### config.mk
export PLATFORM = sky130hd
export DESIGN_NAME = uarx_receiver
export DESIGN_NICKNAME = d
export VERILOG_FILES = /design/src/uarx_pkg.sv /design/src/uarx_receiver.sv
export VERILOG_INCLUDE_DIRS = /design/src
export SDC_FILE = /design/constraint.sdc
export NUM_CORES = 1
export LEC_CHECK = 0
export ABC_CLOCK_PERIOD_IN_PS = 5900
export BUFFER_PORTS_ARGS = -buffer_cell sky130_fd_sc_hd__buf_2
export CAP_MARGIN = 20
export CORE_MARGIN = 2
export CORE_UTILIZATION = 45
export DETAILED_ROUTE_END_ITERATION = 8
export PLACE_DENSITY = 0.66
export SYNTH_ARGS = -nofsm -noshare
export SYNTH_HDL_FRONTEND = slang
export SYNTH_SLANG_ARGS = --single-unit
### constraint.sdc
create_clock -name pclk -period 5.9 [get_ports pclk]
set_clock_uncertainty 0.15 [all_clocks]
set_input_delay 0.885 -clock pclk [delete_from_list [all_inputs] [get_ports pclk]]
set_output_delay 0.885 -clock pclk [all_outputs]
set_load 0.01 [all_outputs]
### src/uarx_map.svh
`ifndef UARX_MAP_SVH
`define UARX_MAP_SVH

// Register byte offsets
`define UARX_CTRL_OFS      12'h000
`define UARX_BAUD_OFS      12'h004
`define UARX_DATA_OFS      12'h008
`define UARX_STAT_OFS      12'h00c
`define UARX_IEN_OFS       12'h010

// Control fields
`define UARX_CTRL_RECEIVER_ENABLE     0
`define UARX_CTRL_ON       1
`define UARX_CTRL_MODE_LO  4
`define UARX_CTRL_MODE_HI  7
`define UARX_CTRL_HS       8
`define UARX_CTRL_FEEN     9
`define UARX_CTRL_PEEN     10
`define UARX_MODE_MAX      4'h3

// Status fields
`define UARX_ST_RXF        0
`define UARX_ST_FERR       1
`define UARX_ST_PERR       2
`define UARX_ST_OVR        3
`define UARX_ST_CNT_LO     4
`define UARX_ST_CNT_HI     5

// Interrupt enable fields
`define UARX_IEN_RX        0
`define UARX_IEN_GLOBAL    1

// Tick timing, normal speed
`define UARX_NS_LAST       4'hf
`define UARX_NS_S1         4'h1
`define UARX_NS_S2         4'h2
`define UARX_NS_M7         4'h7
`define UARX_NS_M8         4'h8
`define UARX_NS_M9         4'h9
// Tick timing, high speed
`define UARX_HS_LAST       4'h3
`define UARX_HS_MID        4'h2

`define UARX_BAUD_RST      16'h0000
`define UARX_FIFO_DEPTH    2

`endif

### src/uarx_pkg.sv
package uarx_pkg;
  typedef enum logic [2:0] {
    UARX_IDLE  = 3'b000,
    UARX_START = 3'b001,
    UARX_DATA  = 3'b011,
    UARX_STOP  = 3'b010
  } uarx_state_t;
endpackage

### src/uarx_receiver.sv
// The address map and the APB interface to the registers were decided locally.
`include "uarx_map.svh"
`timescale 1ns/1ps
`default_nettype none

module uarx_receiver
  import uarx_pkg::*;
#(
  parameter int DATA_BITS = 8,
  parameter int DIV_W     = 16
) (
  // APB slave
  input  wire logic        pclk,
  input  wire logic        presetn,
  input  wire logic        psel,
  input  wire logic        penable,
  input  wire logic        pwrite,
  input  wire logic [11:0] paddr,
  input  wire logic [31:0] pwdata,
  output logic      [31:0] prdata,
  output logic             pready,
  output logic             pslverr,
  // Serial line
  input  wire logic        rx_line,
  // Parity error from an optional parity checker
  input  wire logic        parity_error_in,
  // Service outputs
  output logic             receive_flag,
  output logic             rx_irq
);

  // ----------------------------------------------------------------
  // Input synchroniser
  // ----------------------------------------------------------------
  logic rx_meta_q;
  logic rx_sync_q;
  logic rx_prev_q;

  always_ff @(posedge pclk or negedge presetn) begin
    if (!presetn) begin
      rx_meta_q <= 1'b1;
      rx_sync_q <= 1'b1;
      rx_prev_q <= 1'b1;
    end else begin
      rx_meta_q <= rx_line;
      rx_sync_q <= rx_meta_q;
      rx_prev_q <= rx_sync_q;
    end
  end

  // ----------------------------------------------------------------
  // Registers and bus decode
  // ----------------------------------------------------------------
  logic [10:0]          ctrl_q;
  logic [DIV_W-1:0]     baud_divisor_q;
  logic [1:0]           ien_q;
  logic                 framing_error_flag_q;
  logic                 parity_error_flag_q;
  logic                 overrun_q;
  logic [31:0]          prdata_q;

  wire acc      = psel & penable;
  wire wr       = acc & pwrite;
  wire sel_ctrl = (paddr == `UARX_CTRL_OFS);
  wire sel_baud = (paddr == `UARX_BAUD_OFS);
  wire sel_data = (paddr == `UARX_DATA_OFS);
  wire sel_stat = (paddr == `UARX_STAT_OFS);
  wire sel_ien  = (paddr == `UARX_IEN_OFS);
  wire mapped   = sel_ctrl | sel_baud | sel_data | sel_stat | sel_ien;
  wire data_rd  = acc & ~pwrite & sel_data;
  wire stat_wr  = wr & sel_stat;

  wire [3:0] mode = ctrl_q[`UARX_CTRL_MODE_HI:`UARX_CTRL_MODE_LO];
  wire hs_mode    = ctrl_q[`UARX_CTRL_HS];
  wire rx_active  = ctrl_q[`UARX_CTRL_RECEIVER_ENABLE] & ctrl_q[`UARX_CTRL_ON]
                  & (mode <= `UARX_MODE_MAX);

  always_ff @(posedge pclk or negedge presetn) begin
    if (!presetn) begin
      ctrl_q         <= 11'h000;
      baud_divisor_q <= `UARX_BAUD_RST;
      ien_q          <= 2'h0;
    end else begin
      if (wr && sel_ctrl) begin
        ctrl_q <= pwdata[10:0];
      end
      if (wr && sel_baud) begin
        baud_divisor_q <= pwdata[DIV_W-1:0];
      end
      if (wr && sel_ien) begin
        ien_q <= pwdata[1:0];
      end
    end
  end

  // ----------------------------------------------------------------
  // Baud tick generator
  // ----------------------------------------------------------------
  logic [DIV_W-1:0] div_cnt_q;
  logic             restart;
  wire              tick = rx_active && (div_cnt_q == '0);

  // One tick every baud_divisor+1 clocks, restarted on the start edge
  always_ff @(posedge pclk or negedge presetn) begin
    if (!presetn) begin
      div_cnt_q <= '0;
    end else if (!rx_active || restart || div_cnt_q == '0) begin
      div_cnt_q <= baud_divisor_q;
    end else begin
      div_cnt_q <= div_cnt_q - 1'b1;
    end
  end

  // ----------------------------------------------------------------
  // Data recovery
  // ----------------------------------------------------------------
  uarx_state_t              state_q;
  logic [3:0]               tcnt_q;
  logic [2:0]               smp_q;
  logic [3:0]               bitn_q;
  logic [DATA_BITS-1:0]     receive_shift_reg_q;
  logic                     push;
  logic                     push_ferr;

  wire [3:0] last_tick = hs_mode ? `UARX_HS_LAST : `UARX_NS_LAST;
  wire at_wrap   = tick && (tcnt_q == last_tick);
  wire maj_low   = (smp_q[0] & smp_q[1]) | (smp_q[0] & smp_q[2]) | (smp_q[1] & smp_q[2]);
  // Decided bit value: majority in normal speed, single center sample in high speed
  wire bit_val   = hs_mode ? smp_q[0] : !maj_low;
  wire fall      = rx_prev_q & ~rx_sync_q;
  wire early_smp = tick && !hs_mode && (tcnt_q == `UARX_NS_S1 || tcnt_q == `UARX_NS_S2);
  wire mid_smp   = tick && (hs_mode ? (tcnt_q == `UARX_HS_MID)
                  : (tcnt_q == `UARX_NS_M7 || tcnt_q == `UARX_NS_M8
                     || tcnt_q == `UARX_NS_M9));
  wire last_bit  = (bitn_q == 4'(DATA_BITS - 1));

  assign restart = (state_q == UARX_IDLE) && fall;

  always_ff @(posedge pclk or negedge presetn) begin
    if (!presetn) begin
      state_q             <= UARX_IDLE;
      tcnt_q              <= 4'h0;
      smp_q               <= 3'h0;
      bitn_q              <= 4'h0;
      receive_shift_reg_q <= '0;
      push                <= 1'b0;
      push_ferr           <= 1'b0;
    end else begin
      push <= 1'b0;
      if (!rx_active) begin
        state_q <= UARX_IDLE;
      end else begin
        if (tick) begin
          tcnt_q <= at_wrap ? 4'h0 : tcnt_q + 4'h1;
        end
        // Samples shift in as "line is high" in smp_q[0] for high speed,
        // and as "line is low" for majority in normal speed
        if (mid_smp) begin
          smp_q <= {smp_q[1:0], hs_mode ? rx_sync_q : ~rx_sync_q};
        end
        case (state_q)
          UARX_IDLE: begin
            if (fall) begin
              state_q <= UARX_START;
              tcnt_q  <= 4'h0;
              smp_q   <= 3'h0;
              bitn_q  <= 4'h0;
            end
          end
          UARX_START: begin
            if (early_smp && tcnt_q == `UARX_NS_S2 && rx_sync_q && smp_q[2]) begin
              state_q <= UARX_IDLE;
            end else if (early_smp) begin
              smp_q[2] <= rx_sync_q;
            end else if (at_wrap) begin
              // Start must be low at center, else abort silently
              if (hs_mode ? smp_q[0] : !maj_low) begin
                state_q <= UARX_IDLE;
              end else begin
                state_q <= UARX_DATA;
              end
            end
          end
          UARX_DATA: begin
            if (at_wrap) begin
              receive_shift_reg_q <= {bit_val, receive_shift_reg_q[DATA_BITS-1:1]};
              bitn_q <= bitn_q + 4'h1;
              if (last_bit) begin
                state_q <= UARX_STOP;
              end
            end
          end
          UARX_STOP: begin
            // Decide at the sample point so the next start edge is not missed
            if (tick && tcnt_q == (hs_mode ? `UARX_HS_LAST : `UARX_NS_M9 + 4'h1)) begin
              push      <= 1'b1;
              push_ferr <= !bit_val;
              state_q   <= UARX_IDLE;
            end
          end
          default: state_q <= UARX_IDLE;
        endcase
      end
    end
  end

  // ----------------------------------------------------------------
  // Two-entry receive FIFO, hidden behind the buffer register
  // ----------------------------------------------------------------
  localparam int DEPTH = `UARX_FIFO_DEPTH;
  logic [DATA_BITS:0] fifo_q [DEPTH];
  logic               rd_ptr_q;
  logic               wr_ptr_q;
  logic [1:0]         count_q;

  wire fifo_full  = (count_q == 2'(DEPTH));
  wire fifo_empty = (count_q == 2'h0);
  wire do_pop     = data_rd && !fifo_empty;
  wire do_push    = push && (!fifo_full || do_pop);
  wire [DATA_BITS:0] head = fifo_q[rd_ptr_q];

  always_ff @(posedge pclk or negedge presetn) begin
    if (!presetn) begin
      rd_ptr_q <= 1'b0;
      wr_ptr_q <= 1'b0;
      count_q  <= 2'h0;
      fifo_q   <= '{default: '0};
    end else begin
      if (do_push) begin
        fifo_q[wr_ptr_q] <= {push_ferr, receive_shift_reg_q};
        wr_ptr_q         <= ~wr_ptr_q;
      end
      if (do_pop) begin
        rd_ptr_q <= ~rd_ptr_q;
      end
      count_q <= count_q + 2'(do_push) - 2'(do_pop);
    end
  end

  // ----------------------------------------------------------------
  // Error flags; a hardware set wins over a software clear
  // ----------------------------------------------------------------
  wire head_ferr = !fifo_empty && head[DATA_BITS];

  always_ff @(posedge pclk or negedge presetn) begin
    if (!presetn) begin
      framing_error_flag_q <= 1'b0;
      parity_error_flag_q  <= 1'b0;
      overrun_q            <= 1'b0;
    end else begin
      // Framing error tracks the character at the head of the FIFO
      framing_error_flag_q <= head_ferr;
      if (parity_error_in) begin
        parity_error_flag_q <= 1'b1;
      end else if (stat_wr && pwdata[`UARX_ST_PERR]) begin
        parity_error_flag_q <= 1'b0;
      end
      if (push && fifo_full && !do_pop) begin
        overrun_q <= 1'b1;
      end else if (stat_wr && pwdata[`UARX_ST_OVR]) begin
        overrun_q <= 1'b0;
      end
    end
  end

  // Head bit used directly so a faulty character never shows the flag for a cycle
  wire suppress = (head_ferr && ctrl_q[`UARX_CTRL_FEEN])
                | (parity_error_flag_q && ctrl_q[`UARX_CTRL_PEEN]);

  // Flag ignores writes to the status word, except that a parity error clear can raise it
  assign receive_flag = !fifo_empty && !suppress;
  assign rx_irq = receive_flag && ien_q[`UARX_IEN_RX] && ien_q[`UARX_IEN_GLOBAL];

  // ----------------------------------------------------------------
  // Read data; zero-wait answers
  // ----------------------------------------------------------------
  logic [31:0] stat_word;
  always_comb begin
    stat_word = 32'h0000_0000;
    stat_word[`UARX_ST_RXF]                   = receive_flag;
    stat_word[`UARX_ST_FERR]                  = framing_error_flag_q;
    stat_word[`UARX_ST_PERR]                  = parity_error_flag_q;
    stat_word[`UARX_ST_OVR]                   = overrun_q;
    stat_word[`UARX_ST_CNT_HI:`UARX_ST_CNT_LO] = count_q;
  end

  wire [31:0] rd_mux =
      sel_ctrl ? {21'h0, ctrl_q} :
      sel_baud ? 32'(baud_divisor_q) :
      sel_data ? (fifo_empty ? 32'h0 : 32'(head[DATA_BITS-1:0])) :
      sel_stat ? stat_word :
      sel_ien  ? {30'h0, ien_q} : 32'h0;

  // Registered in the setup cycle so the access phase sees stable data
  always_ff @(posedge pclk or negedge presetn) begin
    if (!presetn) begin
      prdata_q <= 32'h0;
    end else if (psel && !penable && !pwrite) begin
      prdata_q <= rd_mux;
    end
  end

  assign prdata  = prdata_q;
  assign pready  = 1'b1;
  assign pslverr = acc & ~mapped;

endmodule

`default_nettype wire

-- Word level (Yosys, flattened, before mapping)
Index checks and enable logic that the tools add are counted.
- bits in registers: 129
- logic and storage cells: 185
- input bits: 51
- $add $sub $neg: 5
- bitwise logic cells: 26
- eq/ne operators: 24
- order comparisons: 4
- reduce and logical (&&, ||, !) cells: 55
- multiplexer cells: 48
- operator list (operator ; number):
    two-way mux 16 bit ; 3
    two-way mux 9 bit ; 4
    two-way mux 4 bit ; 8
    two-way mux 3 bit ; 10
    logical AND 1 bit ; 28
    == test 12 x 4 -> 1 bit, second input constant ; 2
    bitwise mux 18 bit ; 1
    logical NOT 16 bit ; 1
    two-way mux 8 bit ; 2
    subtractor 16 x 1 -> 16 bit, second input constant ; 1
    AND 1 bit ; 12
    == test 12 x 3 -> 1 bit, second input constant ; 1
    == test 12 x 5 -> 1 bit, second input constant ; 1
    logical NOT 12 bit ; 1
    two-way mux 1 bit ; 12
    != test 3 bit, second input constant ; 4
    case mux 3 bit (4 select lines) ; 1
    logical NOT 1 bit ; 10
    demux 9 bit (select 1 bit) ; 1
    adder 4 x 1 -> 4 bit, second input constant ; 2
    == test 4 x 3 -> 1 bit, second input constant ; 2
    == test 4 bit ; 2
    == test 4 bit, second input constant ; 2
    != test 4 bit, second input constant ; 2
    25 further kinds ; 49

-- Depth between registers and ports, before layout
- word-level depth: 13
- depth in mapped cells: 10

-- Worst setup path after synthesis
No wires, ideal clock.
- path kind: input to register
- start: input port paddr[4]
- end: register count_q[1]
- data arrival time: 2.787 ns
- cell stages on the path: 10
- path slack: 2.839 ns
- path through: clkbuf_1 nand2b_1 or3_1 o41ai_4 nand2_1 ha_1 inv_1 ha_1 xnor2_1 xnor2_1
- longest elaborated chain between the ends: 7
- RTL lines (item ; line ; source):
    start, declared ; uarx_receiver.sv:18 ; input wire logic [11:0] paddr,
    == test 12 x 4 -> 1 bit (no line) * ; n/a ;
    AND 1 bit * ; uarx_receiver.sv:70 ; wire data_rd = acc & ~pwrite & sel_data;
    logical AND 1 bit * ; uarx_receiver.sv:218 ; wire do_pop = data_rd && !fifo_empty;
    logical OR 1 bit ; uarx_receiver.sv:219 ; wire do_push = push && (!fifo_full || do_pop);
    logical AND 1 bit ; uarx_receiver.sv:219 ;
    adder 2 x 1 -> 2 bit ; uarx_receiver.sv:236 ; count_q <= count_q + 2'(do_push) - 2'(do_pop);
    subtractor 2 x 1 -> 2 bit * ; uarx_receiver.sv:236 ;
    end signal, assigned ; uarx_receiver.sv:236 ;
    end, declared ; uarx_receiver.sv:214 ; logic [1:0] count_q;
Every way passes the cells marked *; elsewhere a longest branch is shown, timed or not.
A chain may end at the register's enable or synchronous reset.

-- Final worst setup path
- start: input port paddr[9]
- end: register ctrl_q[10]
- longest elaborated chain between the ends: 2
- RTL lines (item ; line ; source):
    logical NOT 12 bit (no line) ; n/a ;
    logical AND 1 bit ; uarx_receiver.sv:84 ; if (wr && sel_ctrl) begin
    end signal, assigned ; uarx_receiver.sv:85 ; ctrl_q <= pwdata[10:0];
    end, declared ; uarx_receiver.sv:54 ; logic [10:0] ctrl_q;
Every way passes these cells.

==> flow_metrics.tcl <==
set metrics [dict create \
    status "complete, no violations" \
    internal_power_mw 1.10 \
    n_antenna_cell 0 \
    fill_cells 1126 \
    worstSetupPathType "in -> reg" \
    min_period_ns 3.05 \
    period_share 0.517 \
    ys_ff_latch 112 \
    max-vdd-ir-drop_uv 114 \
    drt_pass1_iterations 5 \
    wirelength_um 12200 \
    first_global_vias 3995 \
    drv_cap 0 \
    whs_endpoint "rx_sync_q" \
    track_usage 0.192 \
    synth_edf_count 0 \
    post_cts_buffers 0 \
    ant_nets 0 \
    seqPwrFrac 0.550 \
    grt_pass1_wl_um 20300 \
    power_density_nw_per_um2 226 \
    wl_per_cell_um 16.6 \
    synth_top_flop_cell "dfrtp_1" \
    synth.distinct_cells 75 \
    reg2reg_to "smp_q[1]" \
    final_net_count 619 \
    fmax_mhz 328 \
    drive_gt1_frac 0.229 \
    post-dp-hpwl_um 8730 \
    hold_viol 0 \
    rsz0062_at_grt "false" \
    coreArea_sq_um 12500 \
    die-area_sq_um 13500 \
    cts_made_buffers 9 \
    antenna_found_initial 0 \
    vias 4066 \
    grt_max_degree 66 \
    placementRows 41 \
    fp.dieW_um 116 \
    slew_violations 0 \
    synthCells 515 \
    cp_max_fo 17 \
    synth_top_area_share 0.480 \
    p_leak_nw 3.00 \
    area_delta_synth_final_pct 11.0 \
    fin_hold_ws_ns 0.208 \
    async_flop_share 1.00 \
    startpoint_type "input port" \
    syn_area_sq_um 5680 \
    cts_hold_buf 0 \
    ys_warn_count 0 \
    initial_utilization 0.456 \
    cts_resized 0 \
    p_clk_frac 0.398 \
    setup_viol 0 \
    holdPathStages 0 \
    synth.most_common_cell "dfrtp_1" \
    root_buffer "clkbuf_16" \
    switchingPower_uw 325 \
    yosysTopAreaCell "dfrtp_1" \
    tightestPinTransition_ns 1.03 \
    critPathCaptureType "flip-flop" \
    die_h_um 116 \
    cts-htree-levels 3 \
    drc 0 \
    ys_top_cells_by_area "dfrtp_1 (48%), mux2_2 (5.6%), mux2_1 (5.0%), nand2_1 (4.0%), mux2_4 (2.6%)" \
    arrival_ns 3.13 \
    portBuffers 53 \
    min_from "rx_meta_q" \
    cp.required_ns 5.98 \
    p_comb_frac 0.052 \
    drt-initial-drc-count 195 \
    pin_count 87 \
    max-slew-margin-rel 0.313 \
    syn_area_per_cell_sq_um 11.0 \
    avgViaCountPerCell 5.52 \
    r2r-start "div_cnt_q[0]" \
    clkTransAtPathRegs_ns 0.07 \
    r2r_cells 7 \
    grt_remaining_overflow 0 \
    setup_tns_ns 0 \
    hold_class "reg -> reg" \
    yosysSeqAreaShare 0.494 \
    synth.top_cells.by_count "dfrtp_1 (109), nand2_1 (60), nor2_1 (29), mux2_2 (28), o21ai_0 (28)" \
    cts_tree "built" \
    r2r_slack_ns 3.20 \
    gp_congestion 0.856 \
    clkSinkCount 112 \
    swShare 0.228 \
    clock_latency_ns 0.35 \
    cts.path.max_buffers 2 \
]
## metrics by stage
stage | setup WS [ns] | std cells | area (sq um) | total power [mW] | util
after floorplan | 2.84 | 530 | 5740 | 0.835 | -
after global placement | 2.50 | 719 | 6020 | 0.871 | 0.483
after detailed placement | 2.49 | 719 | 6020 | 0.873 | 0.483
after CTS | 2.85 | 735 | 6300 | 1.44 | 0.505
after global routing | 2.70 | 736 | 6300 | 1.48 | 0.506
final | 2.85 | 736 | 6300 | 1.42 | 0.506
## worst max path at each step
stage | slack (ns) | cells past startpoint | startpoint | endpoint
floorplan | 2.84 | 10 | paddr[4] | count_q[1]
global placement | 2.50 | 6 | paddr[9] | ctrl_q[10]
detailed placement | 2.49 | 6 | paddr[9] | ctrl_q[10]
CTS | 2.85 | 6 | paddr[9] | ctrl_q[10]
global route | 2.70 | 6 | paddr[5] | ctrl_q[10]
finish | 2.85 | 6 | paddr[9] | ctrl_q[10]
## cell families (layout without fill, tap and decap cells)
family / after synthesis / in the layout / share of synthesized area
buf+inv: 47 / 81 / 0.0447
compound gates: 101 / 101 / 0.122
mux: 66 / 66 / 0.137
flops: 112 / 112 / 0.494
xor+xnor: 17 / 17 / 0.0262
fa+ha+maj: 10 / 10 / 0.0216
simple gates: 160 / 160 / 0.153
other cells: 2 / 17 / 0.00132
## cell type report
cell class / count / area [sq um] / area share
Clock buffer: 11 / 243 / 0.0385
Inverter: 8 / 30.0 / 0.00476
Multi-Input combinational cell: 371 / 2680 / 0.425
Tap cell: 172 / 215 / 0.0341
Clock inverter: 5 / 32.5 / 0.00516
Sequential cell: 112 / 2810 / 0.445
Timing Repair Buffer: 57 / 295 / 0.0469
## power groups by stage
stage | combinational (mW) | clock (mW) | sequential (mW)
after global routing | 0.0845 | 0.615 | 0.783
after floorplan | 0.0369 | 0 | 0.798
final | 0.0746 | 0.566 | 0.782
after global placement | 0.0743 | 0 | 0.797
after CTS | 0.0757 | 0.581 | 0.783
after detailed placement | 0.0756 | 0 | 0.798
## state kept, by name, indices dropped and copies added (netlist names), 2 cells and up
signal,cells
bitn_q,4
div_cnt_q,16
state_q,2
tcnt_q,4
count_q,2
ctrl_q,11
prdata,16
fifo_q,18
receive_shift_reg_q,8
smp_q,3
ien_q,2
baud_divisor_q,16
## layout by cell type (no fill, tap or decap), drive strengths merged, types with 13 or more instances in the layout
cell type	n
a21oi	16
buf	56
dfrtp	109
xnor2	13
nand2	60
o21ai	35
mux2	63
conb	17
nor2	30
## metal layers
metal,wire length (um),track usage
met2,5830,0.312
met1,5640,0.270
met5,0,0
met4,191,0.0587
met3,513,0.0280
## critical path: stages
cell,delay (ns)
buf_2,0.11
nor4_4,0.30
nand3_4,0.23
or4_1,0.61
or2_1,0.57
mux2_1,0.42
Power figures use the tool's default switching activity.
